$ cat config.mk
export PLATFORM = sky130hd
export DESIGN_NAME = mcu_instruction_decode_timing
export DESIGN_NICKNAME = d
export VERILOG_FILES = /design/src/logic/mcu_decode_pkg.sv /design/src/logic/dec_if.sv /design/src/logic/field_splitter.sv /design/src/logic/mcu_instruction_decode_timing.sv
export SDC_FILE = /design/constraint.sdc
export NUM_CORES = 1
export LEC_CHECK = 0
export ABC_AREA = 1
export BUFFER_PORTS_ARGS = -buffer_cell sky130_fd_sc_hd__buf_2
export CAP_MARGIN = 20
export CORE_ASPECT_RATIO = 1.5
export CORE_UTILIZATION = 52
export CTS_CLUSTER_SIZE = 12
export DETAILED_ROUTE_END_ITERATION = 8
export MAX_ROUTING_LAYER = met4
export PLACE_DENSITY = 0.77
export SYNTH_ARGS = -nofsm -noshare
export SYNTH_HDL_FRONTEND = slang
export SYNTH_SLANG_ARGS = --single-unit
$ cat constraint.sdc
create_clock -name sys_clk_in -period 2.3 [get_ports sys_clk_in]
set_input_delay 0.575 -clock sys_clk_in [delete_from_list [all_inputs] [get_ports sys_clk_in]]
set_output_delay 0.575 -clock sys_clk_in [all_outputs]
set_load 0.05 [all_outputs]
$ cat src/logic/mcu_decode_pkg.sv
// Shared constants and types for the instruction decode and timing block
package mcu_decode_pkg;
   // ==========================================================
   // Widths and timing
   localparam int WORD_W = 16;
   localparam int PC_W = 20;
   localparam int OSC_PER_ICYCLE = 4;
   localparam logic [1:0] PHASE_LAST = 2'(OSC_PER_ICYCLE - 1);
   localparam logic [PC_W-1:0] PC_RESET = 20'h00000;
   // ==========================================================
   // Opcode encodings
   localparam logic [3:0] SECOND_MARK = 4'hf;
   localparam logic [3:0] BYTE_TOP_MAX = 4'h5;
   localparam logic [3:0] CTRL_SHORT = 4'h6;
   localparam logic [3:0] BIT_TOP_MIN = 4'h7;
   localparam logic [3:0] BIT_TOP_MAX = 4'hb;
   localparam logic [3:0] LIT_TOP_A = 4'hc;
   localparam logic [3:0] LIT_TOP_B = 4'hd;
   localparam logic [7:0] EXT_OP = 8'he8;
   localparam logic [7:0] DW_CALL = 8'hec;
   localparam logic [7:0] DW_COPY = 8'hed;
   localparam logic [7:0] DW_LOADPTR = 8'hee;
   localparam logic [7:0] DW_GOTO = 8'hef;
   // ==========================================================
   // Register port map and reset values
   localparam logic [3:0] REG_CTRL = 4'h0;
   localparam logic [3:0] REG_STATUS = 4'h1;
   localparam logic [3:0] REG_ICOUNT = 4'h2;
   localparam int RUN_BIT = 0;
   localparam int EXT_BIT = 1;
   localparam int ERR_BIT = 4;
   localparam logic [7:0] CTRL_RESET = 8'h01;
   localparam logic [7:0] COUNT_RESET = 8'h00;
   typedef enum logic [2:0] {CLS_BYTE, CLS_BIT, CLS_LIT, CLS_CTRL, CLS_EXT, CLS_NOP} cls_e;
   typedef enum logic [1:0] {ST_FIRST, ST_SECOND} seq_e;
endpackage : mcu_decode_pkg

$ cat src/logic/dec_if.sv
// Carrier between the sequencer and the field splitter
`timescale 1ns/100ps
interface dec_if;
   logic [15:0] word;
   logic ext_en;
   mcu_decode_pkg::cls_e cls;
   logic dbl;
   logic dbl_branch;
   logic nop;
   logic dest_file;
   logic bank_sel;
   logic [7:0] file_addr;
   logic [2:0] bit_sel;
   logic [7:0] lit;
   logic [1:0] ptr_sel;
   logic [1:0] tbl_mode;
   logic call_mode;
   logic [2:0] ext_idx;
   modport seq (output word, ext_en, input cls, dbl, dbl_branch, nop, dest_file, bank_sel,
      file_addr, bit_sel, lit, ptr_sel, tbl_mode, call_mode, ext_idx);
   modport split (input word, ext_en, output cls, dbl, dbl_branch, nop, dest_file, bank_sel,
      file_addr, bit_sel, lit, ptr_sel, tbl_mode, call_mode, ext_idx);
endinterface : dec_if

$ cat src/logic/field_splitter.sv
// Splits one program word into category and operand fields
`timescale 1ns/100ps
module field_splitter (
   dec_if.split bus
);
   // ==========================================================
   // Category
   wire [3:0] top_w = bus.word[15:12];
   wire [7:0] op_w = bus.word[15:8];
   wire second_w = top_w == mcu_decode_pkg::SECOND_MARK;
   wire ext_w = op_w == mcu_decode_pkg::EXT_OP;
   wire byte_w = top_w <= mcu_decode_pkg::BYTE_TOP_MAX;
   wire bit_w = (top_w >= mcu_decode_pkg::BIT_TOP_MIN) && (top_w <= mcu_decode_pkg::BIT_TOP_MAX);
   wire lit_w = (top_w == mcu_decode_pkg::LIT_TOP_A) || (top_w == mcu_decode_pkg::LIT_TOP_B);
   // Extended ops only exist while enabled; otherwise they fall through as no-ops
   assign bus.nop = second_w | (ext_w & ~bus.ext_en); // RULE10
   assign bus.cls = bus.nop ? mcu_decode_pkg::CLS_NOP :
                    ext_w ? mcu_decode_pkg::CLS_EXT :
                    byte_w ? mcu_decode_pkg::CLS_BYTE :
                    bit_w ? mcu_decode_pkg::CLS_BIT :
                    lit_w ? mcu_decode_pkg::CLS_LIT : mcu_decode_pkg::CLS_CTRL; // RULE1
   assign bus.dbl_branch = (op_w == mcu_decode_pkg::DW_CALL) || (op_w == mcu_decode_pkg::DW_GOTO);
   assign bus.dbl = bus.dbl_branch || (op_w == mcu_decode_pkg::DW_COPY) ||
                    (op_w == mcu_decode_pkg::DW_LOADPTR); // RULE2
   // ==========================================================
   // Operand fields
   assign bus.file_addr = bus.word[7:0]; // RULE3 RULE4 RULE16
   assign bus.dest_file = byte_w & bus.word[9]; // RULE5
   assign bus.bank_sel = bus.word[8]; // RULE15
   assign bus.bit_sel = bus.word[11:9]; // RULE6
   assign bus.lit = bus.word[7:0]; // RULE7
   assign bus.ptr_sel = bus.word[5:4];
   assign bus.tbl_mode = bus.word[1:0]; // RULE17
   assign bus.call_mode = bus.word[0]; // RULE8
   assign bus.ext_idx = bus.word[7:5];
endmodule : field_splitter

$ cat src/logic/mcu_instruction_decode_timing.sv
// Instruction fetch, field decode and instruction-cycle timing
//
// Functional notes
// (RULE1) Decode core ops plus eight extended ops for software-stack code.
// (RULE2) Most instructions are one 16-bit word; four take two words.
// (RULE3) A single word splits into an opcode and operand fields.
// (RULE4) Byte ops carry file address, destination bit and access bit.
// (RULE5) Destination zero sends result to working_register, one to the file.
// (RULE6) Bit ops carry file address, bit number and access bit.
// (RULE7) Literal ops carry a constant, maybe a pointer select, or nothing.
// (RULE8) Control ops carry address, call/return mode, table mode, or nothing.
// (RULE9) A second word has its top four bits all ones.
// (RULE10) A second word executed alone acts as a no-operation.
// (RULE11) Single words take one cycle; two when a test is true or PC jumps.
// (RULE12) Double-word instructions take two instruction cycles.
// (RULE13) One instruction cycle is four oscillator periods.
// (RULE14) A taken two-word branch takes three instruction cycles.
// (RULE15) Access bit zero uses access bank; one uses bank_select_register.
// (RULE16) File address is eight bits; bit select names bits 0 to 7.
// (RULE17) Table mode: no change, post-inc, post-dec or pre-inc of table_pointer.
// (RULE18) Hold first word until second is fetched, then issue both and skip past.
`timescale 1ns/100ps
module mcu_instruction_decode_timing (
   input wire logic sys_clk_in,
   input wire logic rst_n_in,
   input wire logic [15:0] pm_data_in,
   input wire logic taken_in,
   input wire logic [19:0] target_in,
   input wire logic [3:0] reg_addr_in,
   input wire logic [7:0] reg_wdata_in,
   input wire logic reg_wr_in,
   input wire logic reg_rd_in,
   output logic [19:0] pm_addr_out,
   output logic icycle_out,
   output logic exec_valid_out,
   output logic exec_nop_out,
   output logic [2:0] exec_cls_out,
   output logic [31:0] exec_word_out,
   output logic dest_file_out,
   output logic bank_sel_out,
   output logic [7:0] file_addr_out,
   output logic [2:0] bit_sel_out,
   output logic [7:0] lit_out,
   output logic [1:0] ptr_sel_out,
   output logic [1:0] tbl_mode_out,
   output logic call_mode_out,
   output logic [2:0] ext_idx_out,
   output logic [7:0] reg_rdata_out
);
   // ==========================================================
   // State
   logic [1:0] phase_q;
   mcu_decode_pkg::seq_e state_q, state_d;
   logic [19:0] pc_q, pc_d;
   logic [15:0] hold_q;
   logic armed_q, armed_d;
   logic err_q;
   logic [7:0] ctrl_q;
   logic [7:0] count_q;
   logic icyc_q, valid_q, nop_q;
   mcu_decode_pkg::cls_e cls_q;
   logic [31:0] word_q;
   logic dest_q, bank_q, call_q;
   logic [7:0] faddr_q, lit_q, rdata_q;
   logic [2:0] bit_q, ext_q;
   logic [1:0] ptr_q, tbl_q;

   dec_if dif ();
   field_splitter u_split (
      .bus(dif)
   );

   // ==========================================================
   // Sequencing decisions, all taken on the last phase
   wire tick_w = phase_q == mcu_decode_pkg::PHASE_LAST; // RULE13
   wire act_w = tick_w & ctrl_q[mcu_decode_pkg::RUN_BIT];
   wire in_second_w = state_q == mcu_decode_pkg::ST_SECOND;
   // Branch outcome arrives during the cycle after issue, so the prefetched word is dropped
   wire flush_w = armed_q & taken_in; // RULE11 RULE14
   wire start_dbl_w = ~flush_w & ~in_second_w & dif.dbl; // RULE18
   wire issue_w = act_w & ~start_dbl_w;
   wire nop_issue_w = flush_w | (~in_second_w & dif.nop); // RULE10
   wire bad_second_w = act_w & ~flush_w & in_second_w &
                       (pm_data_in[15:12] != mcu_decode_pkg::SECOND_MARK); // RULE9
   wire [31:0] word_w = flush_w ? 32'h00000000 :
                        in_second_w ? {hold_q, pm_data_in} : {16'h0000, pm_data_in};

   assign dif.word = in_second_w ? hold_q : pm_data_in;
   assign dif.ext_en = ctrl_q[mcu_decode_pkg::EXT_BIT];

   always_comb begin
      state_d = state_q;
      case (state_q)
         mcu_decode_pkg::ST_FIRST: begin
            if (act_w & start_dbl_w) begin
               state_d = mcu_decode_pkg::ST_SECOND; // RULE12
            end
         end
         mcu_decode_pkg::ST_SECOND: begin
            if (act_w) begin
               state_d = mcu_decode_pkg::ST_FIRST;
            end
         end
         default: state_d = mcu_decode_pkg::ST_FIRST;
      endcase
   end
   // Second word address first, then past both words
   assign pc_d = ~act_w ? pc_q : flush_w ? target_in : pc_q + 20'h00001; // RULE18
   assign armed_d = act_w ? (issue_w & ~nop_issue_w) : armed_q; // RULE11

   // ==========================================================
   // Register port
   wire wr_ctrl_w = reg_wr_in & (reg_addr_in == mcu_decode_pkg::REG_CTRL);
   wire wr_status_w = reg_wr_in & (reg_addr_in == mcu_decode_pkg::REG_STATUS);
   wire wr_count_w = reg_wr_in & (reg_addr_in == mcu_decode_pkg::REG_ICOUNT);
   wire [7:0] status_w = {3'h0, err_q, 1'b0, armed_q, in_second_w, act_w};
   wire [7:0] rsel_w = (reg_addr_in == mcu_decode_pkg::REG_CTRL) ? ctrl_q :
                       (reg_addr_in == mcu_decode_pkg::REG_STATUS) ? status_w :
                       (reg_addr_in == mcu_decode_pkg::REG_ICOUNT) ? count_q : 8'h00;
   // Hardware set beats a software clear in the same cycle
   wire err_d = bad_second_w | (err_q & ~(wr_status_w & reg_wdata_in[mcu_decode_pkg::ERR_BIT]));
   wire [7:0] count_d = wr_count_w ? mcu_decode_pkg::COUNT_RESET :
                        act_w ? count_q + 8'h01 : count_q;

   always_ff @(posedge sys_clk_in) begin
      if (!rst_n_in) begin
         phase_q <= 2'h0;
         state_q <= mcu_decode_pkg::ST_FIRST;
         pc_q <= mcu_decode_pkg::PC_RESET;
         armed_q <= 1'b0;
         icyc_q <= 1'b0;
         valid_q <= 1'b0;
      end else begin
         phase_q <= phase_q + 2'h1; // RULE13
         state_q <= state_d;
         pc_q <= pc_d;
         armed_q <= armed_d;
         icyc_q <= tick_w;
         valid_q <= issue_w; // RULE11 RULE12
      end
   end

   always_ff @(posedge sys_clk_in) begin
      if (!rst_n_in) begin
         ctrl_q <= mcu_decode_pkg::CTRL_RESET;
         count_q <= mcu_decode_pkg::COUNT_RESET;
         err_q <= 1'b0;
         rdata_q <= 8'h00;
         hold_q <= 16'h0000;
      end else begin
         ctrl_q <= wr_ctrl_w ? {6'h00, reg_wdata_in[1:0]} : ctrl_q;
         count_q <= count_d;
         err_q <= err_d;
         rdata_q <= reg_rd_in ? rsel_w : 8'h00;
         hold_q <= (act_w & start_dbl_w) ? pm_data_in : hold_q; // RULE18
      end
   end

   // ==========================================================
   // Issued instruction fields, held until the next issue
   always_ff @(posedge sys_clk_in) begin
      if (!rst_n_in) begin
         nop_q <= 1'b0;
         cls_q <= mcu_decode_pkg::CLS_NOP;
         word_q <= 32'h00000000;
         dest_q <= 1'b0;
         bank_q <= 1'b0;
         faddr_q <= 8'h00;
         bit_q <= 3'h0;
         lit_q <= 8'h00;
         ptr_q <= 2'h0;
         tbl_q <= 2'h0;
         call_q <= 1'b0;
         ext_q <= 3'h0;
      end else if (issue_w) begin
         nop_q <= nop_issue_w;
         cls_q <= nop_issue_w ? mcu_decode_pkg::CLS_NOP : dif.cls; // RULE1 RULE3
         word_q <= word_w;
         dest_q <= dif.dest_file; // RULE5
         bank_q <= dif.bank_sel; // RULE15
         faddr_q <= dif.file_addr; // RULE4 RULE16
         bit_q <= dif.bit_sel; // RULE6
         lit_q <= dif.lit; // RULE7
         ptr_q <= dif.ptr_sel;
         tbl_q <= dif.tbl_mode; // RULE17
         call_q <= dif.call_mode; // RULE8
         ext_q <= dif.ext_idx;
      end
   end

   assign pm_addr_out = pc_q;
   assign icycle_out = icyc_q;
   assign exec_valid_out = valid_q;
   assign exec_nop_out = nop_q;
   assign exec_cls_out = cls_q;
   assign exec_word_out = word_q;
   assign dest_file_out = dest_q;
   assign bank_sel_out = bank_q;
   assign file_addr_out = faddr_q;
   assign bit_sel_out = bit_q;
   assign lit_out = lit_q;
   assign ptr_sel_out = ptr_q;
   assign tbl_mode_out = tbl_q;
   assign call_mode_out = call_q;
   assign ext_idx_out = ext_q;
   assign reg_rdata_out = rdata_q;
endmodule : mcu_instruction_decode_timing

==> run_summary.xml <==
<?xml version="1.0" encoding="UTF-8"?>
<metrics>
  <group name="route">
    <metric name="route.vias.total" unit="">4961</metric>
    <metric name="route.antenna.remaining_nets" unit="">0</metric>
    <metric name="first_iter_violations" unit="">179</metric>
    <metric name="drt_pre_antenna_iters" unit="">4</metric>
    <metric name="routed_wire_length_per_instance" unit="um">14.0</metric>
    <metric name="wl" unit="um">13100</metric>
    <metric name="post-route-drc-count" unit="">0</metric>
    <metric name="vias_per_cell" unit="">5.28</metric>
  </group>
  <group name="floorplan">
    <metric name="vertical_extent_of_the_die" unit="um">123</metric>
    <metric name="die-area" unit="mm^2">0.0102</metric>
    <metric name="design.core.area" unit="mm^2">0.00936</metric>
    <metric name="ios" unit="">148</metric>
    <metric name="num_rows" unit="">43</metric>
    <metric name="floorplan.initialDensity" unit="">0.544</metric>
    <metric name="dieWidth" unit="um">82.8</metric>
  </group>
  <group name="synth">
    <metric name="synth_largest_type_area_fraction" unit="">0.433</metric>
    <metric name="synthesis.area" unit="mm^2">0.00509</metric>
    <metric name="synth.lib_cells_used.distinct" unit="">40</metric>
    <metric name="postSynthRegisterBits" unit="">110</metric>
    <metric name="yosys-top-cells-area" unit="">dfxtp_1 43%, nand2_1 15%, nor2_1 5.3%</metric>
    <metric name="synth.top_cells.by_count" unit="">210 x nand2_1, 110 x dfxtp_1, 72 x nor2_1, 52 x inv_1, 43 x a21oi_1</metric>
    <metric name="yosysMostFrequentCell" unit="">nand2_1</metric>
    <metric name="yosys_warnings" unit="">0</metric>
    <metric name="async_flop_share" unit="">0</metric>
    <metric name="instance_count_of_the_mapped_netlist" unit="">702</metric>
    <metric name="mappedNetlistNets" unit="">758</metric>
    <metric name="synthesized_area_per_cell" unit="um^2">7.25</metric>
    <metric name="seq_area_frac_synth" unit="">0.433</metric>
    <metric name="synth_ff_type" unit="">dfxtp_1</metric>
    <metric name="yosys.area.top_type" unit="">dfxtp_1</metric>
    <metric name="edff_count_synth" unit="">0</metric>
  </group>
  <group name="critical_path">
    <metric name="cp.arrival" unit="ns">2.26</metric>
    <metric name="timing.critical_path.from_type" unit="">register</metric>
    <metric name="worst-setup-path-type" unit="">reg -&gt; reg</metric>
    <metric name="timing.critical_path.fanout_max" unit="">21</metric>
    <metric name="critPathRequiredTime" unit="ns">2.54</metric>
    <metric name="ff2ff_path_depth" unit="">11</metric>
    <metric name="setup.worst_path.end_class" unit="">register</metric>
  </group>
  <group name="placement">
    <metric name="gp_routability_congestion" unit="">0.923</metric>
    <metric name="number_of_buffers_added_on_ports" unit="">142</metric>
    <metric name="place_hpwl" unit="um">9730</metric>
  </group>
  <group name="cts">
    <metric name="cts-root-to-sink-buffers" unit="">2</metric>
    <metric name="post_cts.repair.setup_buffers" unit="">0</metric>
    <metric name="h-tree-depth" unit="">3</metric>
    <metric name="clk_pin_slew_worst_paths" unit="ns">0.07</metric>
    <metric name="clock_latency" unit="ns">0.35</metric>
    <metric name="ctsHoldBuffers" unit="">0</metric>
    <metric name="tritoncts_buffers" unit="">9</metric>
    <metric name="post_cts_resize_count" unit="">0</metric>
    <metric name="clkSinkCount" unit="">110</metric>
    <metric name="tritoncts" unit="">yes</metric>
    <metric name="clockRootBuffer" unit="">clkbuf_16</metric>
  </group>
  <group name="sta">
    <metric name="layout_min_cycle_time" unit="ns">2.03</metric>
    <metric name="timing_max_transition_violations_final" unit="">0</metric>
    <metric name="max_freq" unit="GHz">0.493</metric>
    <metric name="fin_setup_tns" unit="ns">0</metric>
    <metric name="hold_viol" unit="">0</metric>
    <metric name="timing.slew.headroom" unit="">0.619</metric>
    <metric name="report.final.setup_viol" unit="">0</metric>
    <metric name="finalClockSkew" unit="ns">0.00658</metric>
    <metric name="grt_setup_unrepaired" unit="">false</metric>
    <metric name="tightestPinTransition" unit="ns">0.566</metric>
    <metric name="period_share" unit="">0.882</metric>
  </group>
  <group name="grt">
    <metric name="grt_overflow" unit="">0</metric>
    <metric name="grt_pass1_wl" unit="um">20600</metric>
    <metric name="first_global_vias" unit="">4636</metric>
    <metric name="number_of_antenna_violations_at_the_first_check_in_global_routing" unit="">0</metric>
    <metric name="gr-usage-all-layers" unit="">0.275</metric>
    <metric name="grt_max_degree" unit="">44</metric>
  </group>
  <group name="min_path">
    <metric name="worst_hold_path.num_cells" unit="">1</metric>
    <metric name="hold_class" unit="">reg -&gt; reg</metric>
  </group>
  <group name="outcome">
    <metric name="run_status" unit="">completed</metric>
  </group>
  <group name="power_and_ir_drop">
    <metric name="power_density" unit="mW/mm^2">656</metric>
    <metric name="share_clk_of_total_power" unit="">0.399</metric>
    <metric name="switching_power" unit="mW">1.04</metric>
    <metric name="pwr-share-comb" unit="">0.108</metric>
    <metric name="swShare" unit="">0.261</metric>
    <metric name="share_seq_of_total_power" unit="">0.493</metric>
    <metric name="p_leak" unit="nW">2.82</metric>
    <metric name="worst_ir_drop_vdd" unit="mV">0.629</metric>
    <metric name="p_int" unit="mW">2.93</metric>
  </group>
  <group name="cells_and_area">
    <metric name="finalCoreUtilization" unit="">0.646</metric>
    <metric name="nets" unit="">878</metric>
    <metric name="antenna_cells" unit="">0</metric>
    <metric name="final_layout_size_suffix_gt1_frac" unit="">0.245</metric>
    <metric name="synthToLayoutAreaGrowth" unit="%">18.8</metric>
  </group>
  <group name="flow_run">
    <metric name="drv_cap" unit="">0</metric>
  </group>
</metrics>
## registers in the layout, summed over array words and instances (netlist names), 3 cells and up
signal,count
count_q,8
lit_out,8
exec_cls_out,3
reg_rdata_out,8
pm_addr_out,20
bit_sel_out,3
hold_q,16
exec_word_out,32
## path summary, 6_finish.rpt
kind                   start         end  slack, ns
hold reg to reg   phase_q[0]  phase_q[0]       0.43
setup / recovery  state_q[0]   hold_q[9]       0.27
setup reg to reg  state_q[0]   hold_q[9]       0.27
hold / removal    phase_q[0]  phase_q[0]       0.43
## power by group through the flow
| stage | Combinational (mW) | Clock [mW] | Sequential (mW) |
|---|---|---|---|
| after global placement | 0.424 | 0 | 2.00 |
| after CTS | 0.430 | 1.59 | 1.96 |
| after floorplan | 0.234 | 0 | 2.08 |
| final | 0.429 | 1.58 | 1.96 |
| after detailed placement | 0.429 | 0 | 2.00 |
| after global routing | 0.467 | 1.67 | 1.96 |
## layout make-up
cell class,instances,area (um^2)
inverters,59,228
well taps,112,140
repair buffers,154,813
multi-input cells,488,2360
fillers,882,3320
flip-flops and latches,110,2200
clock buffers,12,246
clock inverters,4,55.1
## layer usage
metal	vias to the layer above	routed length [um]	track usage
met5	-	0	-
met4	0	480	0.141
met3	31	601	0.0494
met2	153	6960	0.490
met1	2276	5080	0.280
li1	2501	-	-
## stage by stage
| step | hold WS, ns | total power [mW] | std cells | worst slack (ns) | instance area (um^2) |
|---|---|---|---|---|---|
| 3_3_place_gp | 0.408 | 2.42 | 923 | 0.268 | 5740 |
| 5_1_grt | 0.445 | 4.10 | 939 | 0.115 | 6050 |
| 2_1_floorplan | 0.399 | 2.32 | 702 | 0.449 | 5090 |
| 4_1_cts | 0.426 | 3.98 | 939 | 0.297 | 6050 |
| 3_5_place_dp | 0.416 | 2.43 | 923 | 0.203 | 5740 |
| 6_report | 0.425 | 3.97 | 939 | 0.272 | 6050 |
## layout by cell type (no fill, tap or decap), types with 2 or more instances in the layout
cell       netlist  final
nand2_1        210    210
buf_2            1    142
dfxtp_1        110    110
nor2_1          72     72
inv_1           52     52
a21oi_1         43     43
nand3_1         33     33
o21ai_0         26     26
o31ai_1         18     18
nand2_2         12     12
nand4_1         11     11
buf_4           17     11
o21ai_2         10     10
o21a_1          10     10
nor3_1           9      9
clkbuf_16        0      9
a21boi_0         7      7
inv_2            4      4
nand2_4          3      3
nand3b_1         3      3
o211ai_1         3      3
nor3b_1          3      3
ha_1             3      3
clkinv_4         1      2
o22ai_1          2      2
clkbuf_1        18      2
## critical path, stage by stage (launching register included)
cell	delay, ns
dfxtp_1	0.42
buf_4	0.29
nand2_1	0.12
inv_1	0.09
nor2_1	0.05
nand2_1	0.09
nor2_4	0.05
buf_4	0.15
nand3_4	0.12
clkinv_2	0.24
o21ai_0	0.24
a21oi_1	0.06
## cell families after synthesis
logic type                 count (synthesis)  synth area share
DFF                                      110             0.433
AOI/OAI and AO/OA                        123             0.149
and+or+nand+nor                          361             0.306
xor gates and xnor gates                   1           0.00172
buffers and inverters                    104             0.103
adders and majority gates                  3           0.00738
Note: power is estimated with default switching activity, not from simulation.
